## config.mk

```make
export PLATFORM = sky130hd
export DESIGN_NAME = dcm_top
export DESIGN_NICKNAME = d
export VERILOG_FILES = /design/src/core/dcm_pkg.sv /design/src/core/dcm_top.sv
export SDC_FILE = /design/constraint.sdc
export NUM_CORES = 1
export LEC_CHECK = 0
export BUFFER_PORTS_ARGS = -buffer_cell sky130_fd_sc_hd__buf_4
export CAP_MARGIN = 20
export CORE_AREA = 2 2 82 84
export CTS_CLUSTER_SIZE = 16
export DETAILED_ROUTE_END_ITERATION = 8
export DIE_AREA = 0 0 84 86
export HOLD_SLACK_MARGIN = 0.02
export PLACE_DENSITY = 0.83
export SLEW_MARGIN = 10
export SYNTH_ARGS = -nofsm -noshare
export SYNTH_HDL_FRONTEND = slang
export SYNTH_SLANG_ARGS = --single-unit
```

## constraint.sdc

```tcl
create_clock -name pclk -period 6.1 [get_ports pclk]
set_input_delay 0.305 -clock pclk [delete_from_list [all_inputs] [get_ports pclk]]
set_output_delay 0.305 -clock pclk [all_outputs]
set_load 0.005 [all_outputs]
```

## src/core/dcm_pkg.sv

```systemverilog
package dcm_pkg;
  // ----------------------------------------------------------------
  // Register indices (byte address is four times the index)
  // ----------------------------------------------------------------
  localparam logic [5:0] IDX_BYTE   = 6'h00;
  localparam logic [5:0] IDX_SHARED = 6'h01;
  localparam logic [5:0] IDX_WORD   = 6'h02;
  localparam logic [5:0] IDX_ISEL   = 6'h04;

  // ----------------------------------------------------------------
  // Field positions
  // ----------------------------------------------------------------
  localparam int BY_EN   = 7;
  localparam int SH_MODE = 7;
  localparam int SH_SRC  = 6;
  localparam int SH_LOG  = 4;
  localparam int SH_SUB  = 2;
  localparam int SH_I8   = 1;
  localparam int SH_I16  = 0;
  localparam int WD_EN   = 7;
  localparam int WD_ONE  = 6;
  localparam int WD_TO   = 5;
  localparam int WD_CLK  = 3;
  localparam int WD_CAPM = 2;
  localparam int WD_CNTM = 1;
  localparam int WD_PIN  = 0;
  localparam int IS_SEL  = 6;
  localparam logic [7:0] ISEL_MASK = 8'hC0;

  // ----------------------------------------------------------------
  // Reset values
  // ----------------------------------------------------------------
  localparam logic [7:0] RST_BYTE   = 8'h00;
  localparam logic [7:0] RST_SHARED = 8'h00;
  localparam logic [7:0] RST_WORD   = 8'h00;
  localparam logic [7:0] RST_ISEL   = 8'h00;

  // ----------------------------------------------------------------
  // Field codes
  // ----------------------------------------------------------------
  localparam logic [1:0] LOG_AND  = 2'h0;
  localparam logic [1:0] LOG_OR   = 2'h1;
  localparam logic [1:0] LOG_NOR  = 2'h2;
  localparam logic [1:0] SUB_NORM = 2'h0;
  localparam logic [1:0] SUB_PP   = 2'h1;
  localparam logic [1:0] SUB_LOW  = 2'h2;
  localparam logic [1:0] SUB_HIGH = 2'h3;
  localparam logic [1:0] EDG_RISE = 2'h0;
  localparam logic [1:0] EDG_FALL = 2'h1;

  // ----------------------------------------------------------------
  // Glitch filter widths
  // ----------------------------------------------------------------
  localparam int CLK_NS = 10;
  localparam int GF1_NS = 40;
  localparam int GF2_NS = 80;
  localparam int GF3_NS = 160;
  localparam logic [7:0] GF0_CYC = 8'h01;
  localparam logic [7:0] GF1_CYC = 8'((GF1_NS + CLK_NS - 1) / CLK_NS);
  localparam logic [7:0] GF2_CYC = 8'((GF2_NS + CLK_NS - 1) / CLK_NS);
  localparam logic [7:0] GF3_CYC = 8'((GF3_NS + CLK_NS - 1) / CLK_NS);
endpackage

```

## src/core/dcm_top.sv

```systemverilog
// How it works
// - transmit: logic field combines both outputs
// - demodulation: logic field picks detected edge
// - submode picks ping-pong or normal operation
// - codes 10/11 force word output low/high
// - demodulation: submode sets glitch filter width
// - byte output takes initial level at start
// - idle byte output is inverse initial level
// - word output initial at start, inverse idle
// - word initial level ignored while forced
// - rising edge sets flag, write 1 clears
// - falling edge sets flag, write 1 clears
// - single-pass acts on first edge only
// - terminal count sets timeout, write 1 clears
// - capture mask enables capture interrupt
// - counter mask enables timeout interrupt
// - select routes port or word output to pin
// - clock select field drives word counter clock
// - comparator inputs interrupt on chosen edges
// - edge source is comparator A or port2 bit0
// - ping-pong hands off between both counters
//
// Added by the designer: the APB slave port.
`timescale 1ns/1ps
module dcm_top (
  input  wire logic        pclk,
  input  wire logic        presetn,
  input  wire logic        psel,
  input  wire logic        penable,
  input  wire logic        pwrite,
  input  wire logic [7:0]  paddr,
  input  wire logic [31:0] pwdata,
  output logic      [31:0] prdata,
  output logic             pready,
  output logic             pslverr,
  input  wire logic        comparator_input_a,
  input  wire logic        comparator_input_b,
  input  wire logic        port2_bit0_input,
  input  wire logic        port3_out_value,
  input  wire logic        byte_tc,
  input  wire logic        word_tc,
  output logic             byte_counter_output,
  output logic             word_counter_output,
  output logic             timer_combined_output,
  output logic             port3_bit5_pin,
  output logic             byte_run,
  output logic             word_run,
  output logic             word_capture,
  output logic             word_reload,
  output logic      [1:0]  word_counter_clock_select,
  output logic             capture_irq,
  output logic             timeout_irq,
  output logic             comp_a_irq,
  output logic             comp_b_irq
);
  typedef struct packed {
    logic [7:0] byt;
    logic [7:0] sh;
    logic [7:0] wd;
    logic [7:0] isel;
    logic [2:0] sa;
    logic [2:0] sb;
    logic [2:0] sp;
    logic       ha;
    logic       hb;
    logic       hp;
    logic       filt;
    logic [7:0] gcnt;
    logic       armed;
    logic       en8_d;
    logic       en16_d;
    logic       o8;
    logic       o16;
    logic       ocomb;
    logic       pin;
    logic       cap;
    logic       rel;
    logic       capirq;
    logic       toirq;
    logic       airq;
    logic       birq;
    logic       ready;
    logic       slverr;
    logic [7:0] rdata;
  } dcm_state_t;

  dcm_state_t s;
  dcm_state_t next_s;
  logic       wr;
  logic       mode;
  logic [1:0] sub;
  logic [1:0] edg;
  logic [5:0] idx;
  logic       raw;
  logic [7:0] gw;
  logic       rf;
  logic       ff;
  logic       hit;
  logic       ar;
  logic       af;
  logic       br;
  logic       bf;

  // ----------------------------------------------------------------
  // Next-state logic
  // ----------------------------------------------------------------
  always_comb begin
    next_s = s;
    mode   = s.sh[dcm_pkg::SH_MODE];
    sub    = s.sh[dcm_pkg::SH_SUB +: 2];
    edg    = s.sh[dcm_pkg::SH_LOG +: 2];
    idx    = paddr[7:2];
    wr     = psel & penable & pwrite & s.ready & !s.slverr;
    next_s.cap    = 1'b0;
    next_s.rel    = 1'b0;
    next_s.capirq = 1'b0;
    next_s.toirq  = 1'b0;
    next_s.en8_d  = s.byt[dcm_pkg::BY_EN];
    next_s.en16_d = s.wd[dcm_pkg::WD_EN];

    // Pin synchronisers: a change counts once stages two and three agree
    next_s.sa = {s.sa[1:0], comparator_input_a};
    next_s.sb = {s.sb[1:0], comparator_input_b};
    next_s.sp = {s.sp[1:0], port2_bit0_input};
    if (s.sa[2] == s.sa[1]) begin
      next_s.ha = s.sa[2];
    end
    if (s.sb[2] == s.sb[1]) begin
      next_s.hb = s.sb[2];
    end
    if (s.sp[2] == s.sp[1]) begin
      next_s.hp = s.sp[2];
    end

    // Comparator edge interrupts, edge choice shared by both inputs
    ar = !s.ha & next_s.ha;
    af = s.ha & !next_s.ha;
    br = !s.hb & next_s.hb;
    bf = s.hb & !next_s.hb;
    case (s.isel[dcm_pkg::IS_SEL +: 2])
      dcm_pkg::EDG_RISE: begin
        next_s.airq = ar;
        next_s.birq = br;
      end
      dcm_pkg::EDG_FALL: begin
        next_s.airq = af;
        next_s.birq = bf;
      end
      default: begin
        next_s.airq = ar | af;
        next_s.birq = br | bf;
      end
    endcase

    // Glitch filter; only demodulation gives the submode this meaning
    raw = s.sh[dcm_pkg::SH_SRC] ? s.ha : s.hp;
    gw  = dcm_pkg::GF0_CYC;
    if (mode) begin
      case (sub)
        2'h1:    gw = dcm_pkg::GF1_CYC;
        2'h2:    gw = dcm_pkg::GF2_CYC;
        2'h3:    gw = dcm_pkg::GF3_CYC;
        default: gw = dcm_pkg::GF0_CYC;
      endcase
    end
    if (raw == s.filt) begin
      next_s.gcnt = 8'h00;
    end else if (s.gcnt + 8'h01 >= gw) begin
      next_s.filt = raw;
      next_s.gcnt = 8'h00;
    end else begin
      next_s.gcnt = s.gcnt + 8'h01;
    end

    // Edge detector, demodulation only
    rf  = mode & !s.filt & next_s.filt & (edg != dcm_pkg::EDG_FALL);
    ff  = mode & s.filt & !next_s.filt & (edg != dcm_pkg::EDG_RISE);
    hit = rf | ff;

    // Register writes; flag bits clear only on a written 1
    if (wr) begin
      if (idx == dcm_pkg::IDX_BYTE) begin
        next_s.byt = pwdata[7:0];
      end else if (idx == dcm_pkg::IDX_SHARED) begin
        next_s.sh = pwdata[7:0];
        if (mode) begin
          next_s.sh[1:0] = s.sh[1:0] & ~pwdata[1:0];
        end
      end else if (idx == dcm_pkg::IDX_WORD) begin
        next_s.wd = pwdata[7:0];
        next_s.wd[dcm_pkg::WD_TO] = s.wd[dcm_pkg::WD_TO] & !pwdata[dcm_pkg::WD_TO];
        if (!pwdata[dcm_pkg::WD_ONE]) begin
          next_s.armed = 1'b1; // Writing 0 to single-pass rearms it
        end
      end else if (idx == dcm_pkg::IDX_ISEL) begin
        next_s.isel = pwdata[7:0] & dcm_pkg::ISEL_MASK;
      end
    end

    // Hardware sets come after the bus so a set beats a clear
    if (rf) begin
      next_s.sh[dcm_pkg::SH_I8] = 1'b1;
    end
    if (ff) begin
      next_s.sh[dcm_pkg::SH_I16] = 1'b1;
    end
    if (word_tc) begin
      next_s.wd[dcm_pkg::WD_TO] = 1'b1;
      next_s.toirq = s.wd[dcm_pkg::WD_CNTM];
    end

    // Capture and reload of the word counter
    if (mode && s.wd[dcm_pkg::WD_EN]) begin
      if (hit && (!s.wd[dcm_pkg::WD_ONE] || s.armed)) begin
        next_s.cap = 1'b1;
        next_s.rel = 1'b1;
        if (s.wd[dcm_pkg::WD_ONE]) begin
          next_s.armed = 1'b0;
        end
      end
      if (s.wd[dcm_pkg::WD_ONE] && byte_tc) begin
        next_s.cap = 1'b1; // Byte timeout captures without reload
      end
    end
    next_s.capirq = next_s.cap & s.wd[dcm_pkg::WD_CAPM];

    // Transmit output levels
    if (!mode) begin
      if (!s.byt[dcm_pkg::BY_EN]) begin
        next_s.o8 = !s.sh[dcm_pkg::SH_I8];
      end else if (!s.en8_d) begin
        next_s.o8 = s.sh[dcm_pkg::SH_I8];
      end else if (byte_tc) begin
        next_s.o8 = !s.o8;
      end
      if (sub == dcm_pkg::SUB_LOW) begin
        next_s.o16 = 1'b0;
      end else if (sub == dcm_pkg::SUB_HIGH) begin
        next_s.o16 = 1'b1;
      end else if (!s.wd[dcm_pkg::WD_EN]) begin
        next_s.o16 = !s.sh[dcm_pkg::SH_I16];
      end else if (!s.en16_d) begin
        next_s.o16 = s.sh[dcm_pkg::SH_I16];
      end else if (word_tc) begin
        next_s.o16 = !s.o16;
      end
      // Hand-off only while the code reads ping-pong, so normal ends it
      if (sub == dcm_pkg::SUB_PP) begin
        if (byte_tc && s.byt[dcm_pkg::BY_EN]) begin
          next_s.byt[dcm_pkg::BY_EN] = 1'b0;
          next_s.wd[dcm_pkg::WD_EN]  = 1'b1;
        end else if (word_tc && s.wd[dcm_pkg::WD_EN]) begin
          next_s.wd[dcm_pkg::WD_EN]  = 1'b0;
          next_s.byt[dcm_pkg::BY_EN] = 1'b1;
        end
      end
    end

    // Output combiner and pin routing
    case (edg)
      dcm_pkg::LOG_AND: next_s.ocomb = next_s.o8 & next_s.o16;
      dcm_pkg::LOG_OR:  next_s.ocomb = next_s.o8 | next_s.o16;
      dcm_pkg::LOG_NOR: next_s.ocomb = !(next_s.o8 | next_s.o16);
      default:          next_s.ocomb = !(next_s.o8 & next_s.o16);
    endcase
    next_s.pin = s.wd[dcm_pkg::WD_PIN] ? next_s.o16 : port3_out_value;

    // APB: data and answer prepared in the setup cycle, no wait states
    next_s.ready  = psel & !penable;
    next_s.slverr = 1'b0;
    next_s.rdata  = 8'h00;
    if (psel && !penable) begin
      if (paddr[1:0] != 2'h0) begin
        next_s.slverr = 1'b1;
      end else if (idx == dcm_pkg::IDX_BYTE) begin
        next_s.rdata = s.byt;
      end else if (idx == dcm_pkg::IDX_SHARED) begin
        next_s.rdata = s.sh;
      end else if (idx == dcm_pkg::IDX_WORD) begin
        next_s.rdata = s.wd;
      end else if (idx == dcm_pkg::IDX_ISEL) begin
        next_s.rdata = s.isel;
      end else begin
        next_s.slverr = 1'b1;
      end
    end
  end

  // ----------------------------------------------------------------
  // State register
  // ----------------------------------------------------------------
  always_ff @(posedge pclk or negedge presetn) begin
    if (!presetn) begin
      s       <= '0;
      s.byt   <= dcm_pkg::RST_BYTE;
      s.sh    <= dcm_pkg::RST_SHARED;
      s.wd    <= dcm_pkg::RST_WORD;
      s.isel  <= dcm_pkg::RST_ISEL;
      s.armed <= 1'b1;
      s.o8    <= 1'b1;
      s.o16   <= 1'b1;
    end else begin
      s <= next_s;
    end
  end

  // Outputs straight from the state register
  assign prdata                    = {24'h000000, s.rdata};
  assign pready                    = s.ready;
  assign pslverr                   = s.slverr;
  assign byte_counter_output       = s.o8;
  assign word_counter_output       = s.o16;
  assign timer_combined_output     = s.ocomb;
  assign port3_bit5_pin            = s.pin;
  assign byte_run                  = s.byt[dcm_pkg::BY_EN];
  assign word_run                  = s.wd[dcm_pkg::WD_EN];
  assign word_capture              = s.cap;
  assign word_reload               = s.rel;
  assign word_counter_clock_select = s.wd[dcm_pkg::WD_CLK +: 2];
  assign capture_irq               = s.capirq;
  assign timeout_irq               = s.toirq;
  assign comp_a_irq                = s.airq;
  assign comp_b_irq                = s.birq;
endmodule

```

==> results of run 1 <==
[worst max-delay path: cells and delay by family, from the launching register on]
kind / cells / cell delay, ns
AO/OA/AOI/OAI: 3 / 1.00
XOR/XNOR: 1 / 0.17
adder cells (fa/ha/maj): 2 / 0.48
flip-flops: 1 / 0.41
AND/OR/NAND/NOR: 2 / 0.43
[routing by layer]
layer  vias to the layer above  global-route usage, %  wire length (um)
met1                      1134                  25.63              2770
met5                         -                      0                 0
met2                        92                  31.85              3213
met3                         6                  6.833               444
li1                       1109                      -                 -
met4                         0                  7.331                56
[cells in the final DEF, fill, tap and decap left out, drive strengths merged, types with 2 or more instances in the layout]
cell	count
nand4	2
a2bb2oi	2
mux2	22
clkinv	4
nor2	24
and4	2
clkbuf	10
a21boi	3
mux2i	11
nor3	5
xnor2	3
xor2	2
a221o	2
o21ai	11
conb	27
a211oi	6
o21a	2
nand3b	4
dfrtp	67
a21oi	14
nand2	13
inv	11
nor2b	3
buf	50
o221ai	2
and3	8
dfstp	3
nand2b	5
nand3	6
or4	2
ha	9
and2	3
o21bai	2
[layout make-up]
cell class | count | area, sq um
clock buffer | 10 | 137.6
clock inverter | 6 | 61.31
fill | 493 | 2365
inverter | 11 | 41.29
multi-input combinational | 209 | 1445
sequential | 70 | 1755
tap | 77 | 96.34
timing repair buffer | 50 | 375.4
[sequential cells by signal (all words and copies together) (netlist names), 2 cells and up]
register,cells
edg,2
next_s,6
prdata,8
s,37
word_counter_clock_select,2
[power by group]
group          leakage [uW]  switching (uW)  internal, uW
sequential         0.000894            12.1           483
clock              0.000102             172           198
combinational      0.000983            47.4          40.0
total               0.00198             231           721
[worst max-delay path by stage]
stage / endpoint / slack (ns) / cells after the start
2_1_floorplan: s[60] / 3.75 / 8
3_3_place_gp: s[61] / 3.54 / 8
3_5_place_dp: s[60] / 3.51 / 8
4_1_cts: s[60] / 3.48 / 8
5_1_grt: s[60] / 3.32 / 8
6_report: s[60] / 3.48 / 8
[kinds of logic (layout without fill, tap and decap cells)]
group | Yosys count | after routing | synth area share (%)
AO/OA/AOI/OAI | 52 | 52 | 10.51
flip-flops | 70 | 70 | 51.00
buffers and inverters | 54 | 77 | 9.851
adder cells (fa/ha/maj) | 10 | 10 | 3.562
AND/OR/NAND/NOR | 82 | 82 | 13.30
multiplexers | 33 | 33 | 10.40
other | 1 | 27 | 0.1089
XOR/XNOR | 5 | 5 | 1.272
[stage by stage]
step	instances	utilization, %	hold WS, ns	setup WS, ns	cell area, sq um
6_report	433	62.33	0.03356	3.476	3913
5_1_grt	433	62.33	0.04535	3.320	3913
4_1_cts	433	62.33	0.04522	3.484	3913
3_5_place_dp	417	59.16	0.3357	3.509	3714
3_3_place_gp	417	59.16	0.3364	3.544	3714
2_1_floorplan	333	-	0.009409	3.750	3540
==> reports/metrics.csv, run 1 <==
metric,value,unit
CP required,6.33,ns
via count,2341,
Max Root-Sink Buffers,2,
largest net degree at the start of global routing,71,
Placement Rows,29,
Post-Syn Area per Cell,11.21,sq um
"setup slack, reg-to-reg",3.48,ns
Ant. Diodes,0,
DIE HEIGHT,86,um
Post-route DRC,0,
Starting Density,54.83,%
Fin. Hold Viols,0,
ys async rst share,100.0,%
chip width,84,um
later-pin clock latency in the skew report,0.35,ns
H-Tree Depth,3,
setup TNS,0,ns
reg-to-reg startpoint,s[23],
pin slew with the least headroom to its limit,0.8572,ns
CTS tree,built,
CP arrival,2.85,ns
post-route ant nets,0,
worst reg2reg path endpoint,s[60],
Slew Limit Fails,0,
Tot Pwr,951.8,uW
main area contributors after synthesis,"dfrtp_1 49%, buf_4 7.4%, mux2_2 7.2%, ha_1 3.3%, mux2i_1 3.2%",
fmax,0.3811,GHz
Initial DRC Count,140,
GP Congestion,0.8681,
critical path cell sequence,ha_1 -> xor2_1 -> ha_1 -> nor4b_1 -> o21bai_1 -> a221oi_4 -> nor2_2 -> a221o_1,
RSZ-0062 raised after global routing,no,
1st-pass router iterations,4,
#FFs+latches synth,70,
status,"complete, no violations",
crit share post-route,43.02,%
"count leader, synth",dfrtp_1,
leakage,0.001980,uW
Port Buffers,50,
first-pass GRT wire length,11310,um
Clock Tree Root,clkbuf_8,
synth cell count leaders,"67 x dfrtp_1, 34 x buf_4, 22 x mux2_2, 22 x nor2_1, 14 x a21oi_1",
"Seq/Total Area, Yosys",51.00,%
Post-synth EDFFs,0,
DR vias/cell,5.406,
worst rel slew slack,42.85,%
Synth top area share,48.71,%
# hold bufs at CTS,0,
CP max-delay cell,a221oi_4,
Pwr per Cell Area,243.3,nW/um^2
layout cell share with drive strength beyond 1,27.53,%
cells after synthesis,307,
synthesized area,3442,sq um
CTS resizes,0,
type of origin of the critical path,flop,
VDD IR max,0.2159,mV
initial antenna violation count,0,
crit path kind,flop to flop,
Die Area,7224,sq um
via count of the first global-routing pass,2390,
global route overflow,0,
Global Route Usage Sum,20.00,%
Final min period,2.624,ns
nets@finish,411,
area growth from synthesis to layout,13.67,%
Critical Path Fanout Max,9,
final WL,6484,um
core area,6277,sq um
CP dominant cell by count,ha_1,
"Clk pin slew, worst setup/hold paths",0.07,ns
final setup vio count,0,
cell taking the most area after synthesis,dfrtp_1,
Clock Skews,0.01049,ns
Setup Buffers After CTS,0,
Wirelength per Cell,14.97,um
Yosys warnings,0,
Detailed Place HPWL,4691,um
worst setup path startpoint,s[23],
max incr delay on CP,0.48,ns
post-synth cell types,54,
maxcap violations,0,
ys flop type,dfrtp_1,
CTS buffer count,9,
crit end category,flop,
Worst R2R Path Depth,8,
hold crit path type,input pin to asynchronous set/reset pin,
Clock Sinks,70,
io pins,99,
Power figures use the tool's default switching activity.
==> run 2: changes to the inputs <==
--- a/config.mk
+++ b/config.mk
@@ -5,14 +5,15 @@
 export SDC_FILE = /design/constraint.sdc
 export NUM_CORES = 1
 export LEC_CHECK = 0
+export ABC_AREA = 1
 export BUFFER_PORTS_ARGS = -buffer_cell sky130_fd_sc_hd__buf_4
 export CAP_MARGIN = 20
-export CORE_AREA = 2 2 82 84
+export CORE_AREA = 2 2 89 91
 export CTS_CLUSTER_SIZE = 16
 export DETAILED_ROUTE_END_ITERATION = 8
-export DIE_AREA = 0 0 84 86
+export DIE_AREA = 0 0 91 93
 export HOLD_SLACK_MARGIN = 0.02
-export PLACE_DENSITY = 0.83
+export PLACE_DENSITY = 0.75
 export SLEW_MARGIN = 10
 export SYNTH_ARGS = -nofsm -noshare
 export SYNTH_HDL_FRONTEND = slang
==> constraint.sdc (replaced) <==
create_clock -name pclk -period 2.25 [get_ports pclk]
set_input_delay 0.1125 -clock pclk [delete_from_list [all_inputs] [get_ports pclk]]
set_output_delay 0.1125 -clock pclk [all_outputs]
set_load 0.005 [all_outputs]
==> reports/metrics.csv, run 2 <==
metric,value,unit,change
status,"complete, no violations",,
"delay-heaviest family, CP",simple AND/OR/NAND/NOR gates,,
worst rel slew slack,42.46,%,-0.39 points
Wirelength per Cell,12.87,um,-14%
DR vias/cell,4.971,,-8.1%
Port Buffers,50,,unchanged
via count of the first global-routing pass,2521,,+5.5%
Tot Pwr,2886,uW,+200%
cells after synthesis,380,,+24%
hold crit path type,input pin to flop,,
CP max-delay cell,dfrtp_1,,
fmax,0.4885,GHz,+28%
fill count,690,,+40%
crit share post-route,90.98,%,+48 points
1st-pass router iterations,5,,+1
chip width,91,um,+8.3%
Critical Path Fanout Max,3,,-6
Placement Rows,32,,+10%
Top reg by flops,s,,
Post-Syn Area per Cell,9.015,sq um,-20%
worst slack at placement,0.1443,ns,-3.365 ns
nets@finish,503,,+22%
Global Route Usage Sum,17.49,%,-2.5 points
Post-synth EDFFs,0,,unchanged
DIE HEIGHT,93,um,+8.1%
layout cell share with drive strength beyond 1,21.43,%,-6.1 points
worst reg2reg path endpoint,capture_irq,,
leakage,0.002075,uW,+4.8%
hold path cells,3,,
Layout Utilization,54.92,%,-7.4 points
crit end category,flop,,
ys async rst share,100.0,%,unchanged
max incr delay on CP,0.39,ns,-0.09 ns
"Clk pin slew, worst setup/hold paths",0.07,ns,about the same
cell taking the most area after synthesis,dfrtp_1,,
Synth top area share,48.94,%,+0.23 points
post-synth cell types,39,,-28%
post-route ant nets,0,,unchanged
maxcap violations,0,,unchanged
Initial DRC Count,288,,+110%
VDD IR max,0.6611,mV,+210%
"count leader, synth",nand2_1,,
CP required,2.52,ns,-3.81 ns
Pwr per Cell Area,698.2,nW/um^2,+190%
Die Area,8463,sq um,+17%
synthesized area,3426,sq um,-0.47%
Final min period,2.047,ns,-0.5771 ns
area growth from synthesis to layout,20.67,%,
final cell count without fillers,550,,+27%
Slew Limit Fails,0,,unchanged
final setup vio count,0,,unchanged
main area contributors after synthesis,"dfrtp_1 49%, nand2_1 7.7%, buf_4 7.5%, inv_1 5.3%, o21ai_0 4.7%",,
#FFs+latches synth,70,,unchanged
CTS tree,built,,
Post-route DRC,0,,unchanged
Detailed Place HPWL,5035,um,+7.3%
Max Root-Sink Buffers,2,,unchanged
Yosys warnings,0,,unchanged
worst hold slack,0.03540,ns,+0.001839 ns
io pins,99,,unchanged
reg-to-reg startpoint,s[23],,
Fin. Hold Viols,0,,unchanged
Bufs and invs on worst path,2,,+2
final WL,7079,um,+9.2%
"setup slack, reg-to-reg",0.20,ns,-3.27 ns
synth cell count leaders,"70 x nand2_1, 67 x dfrtp_1, 48 x inv_1",,
type of origin of the critical path,flop,,
global route overflow,0,,unchanged
"Seq/Total Area, Yosys",51.24,%,+0.24 points
Clock Skews,0.006214,ns,-0.004271 ns
critical path cell sequence,ha_2 -> nand2_2 -> inv_2 -> nand2_1 -> xnor2_1 -> ha_1 -> inv_1 -> nand3_1 -> nor2_2 -> nand2_1 -> nand2_2 -> nand3_2 -> nand2_2 -> nand2_2 -> a21oi_2,,
final worst slack,0.2029,ns,-3.273 ns
CTS buffer count,9,,unchanged
CP arrival,2.32,ns,-0.53 ns
Clock Sinks,70,,unchanged
initial antenna violation count,0,,unchanged
largest net degree at the start of global routing,71,,unchanged
Clock Tree Root,clkbuf_8,,
crit path kind,flop to flop,,
ys flop type,dfrtp_1,,
via count,2734,,+17%
first-pass GRT wire length,11670,um,+3.2%
Worst R2R Path Depth,15,,+7
later-pin clock latency in the skew report,0.34,ns,about the same
CP dominant cell by count,nand2_2,,
placed insts,523,,+25%
Hold EP,port3_bit5_pin,,
core area,7527,sq um,+20%
Starting Density,45.51,%,-9.3 points
pin slew with the least headroom to its limit,0.8631,ns,+0.005923 ns
hold_sp,port3_out_value,,
Ant. Diodes,0,,unchanged
most frequent cells in the layout,"67 x nand2_1, 67 x dfrtp_1, 55 x buf_4",,
GP Congestion,0.8472,,-2.4%
H-Tree Depth,3,,unchanged
max reg flops,37,,unchanged
run 2: how the worst max path moves through the flow:
stage,startpoint,to,slack [ns],cells after the start
final,s[23],capture_irq,0.20,15
after global placement,s[23],capture_irq,0.18,15
after detailed placement,s[23],capture_irq,0.14,15
after global routing,s[23],capture_irq,-0.02,15
after CTS,s[23],capture_irq,0.11,15
after floorplan,mode,capture_irq,0.34,16
run 2: metal layers:
layer  GRT usage [%]  vias to the layer above  part of all wire, %  routed length, um
li1                -                     1299                    -                  -
met1           22.89                     1301                   43               3011
met2           28.58                      125                   49               3466
met3           4.432                        9                  7.2                509
met4           5.934                        0                  1.3                 93
met5               0                        -                    0                  0
run 2: worst min-delay path, delay by kind of cell:
family                 cells  cell delay [ns]
AO/OA/AOI/OAI              1             0.05
buffers and inverters      1             0.11
AND/OR/NAND/NOR            1             0.07
run 2: metrics by stage:
step	TNS (ns)	instance area [sq um]
floorplan	0	3523
global placement	0	3772
detailed placement	0	3772
CTS	0	4111
global route	-0.03006	4134
finish	0	4134
run 2: layout make-up:
cell class	instances	area [sq um]	area share, %
multi-input cells	248	1315	31.81
clock buffers	10	127.6	3.087
clock inverters	6	111.4	2.694
well taps	102	127.6	3.087
flip-flops and latches	70	1755	42.46
inverters	49	183.9	4.449
repair buffers	65	513.0	12.41
run 2: cell families (layout without fill, tap and decap cells):
family | Yosys count | count (layout) | synth area share, %
and+or+nand+nor | 132 | 132 | 17.46
adders and majority gates | 10 | 10 | 3.579
xor gates and xnor gates | 3 | 3 | 0.7671
AOI/OAI and AO/OA | 75 | 75 | 12.75
DFF | 70 | 70 | 51.24
muxes | 1 | 1 | 0.4381
buffers and inverters | 88 | 130 | 13.66
other | 1 | 27 | 0.1095
run 2: what timing repair did:
item                                    in CTS  in global routing
hold buffers                                10                  0
hold endpoints to repair                    77                  0
endpoints found under the setup margin       0                  5
setup buffers                                0                  1
gates resized for setup                      0                  6
run 2: report_power, final:
part           total [uW]  internal, uW  leakage, uW  switching (uW)
clock                1210           736     0.000116             469
combinational         311           140      0.00109             172
sequential           1370          1320     0.000872            44.7
total                2890          2200      0.00208             686
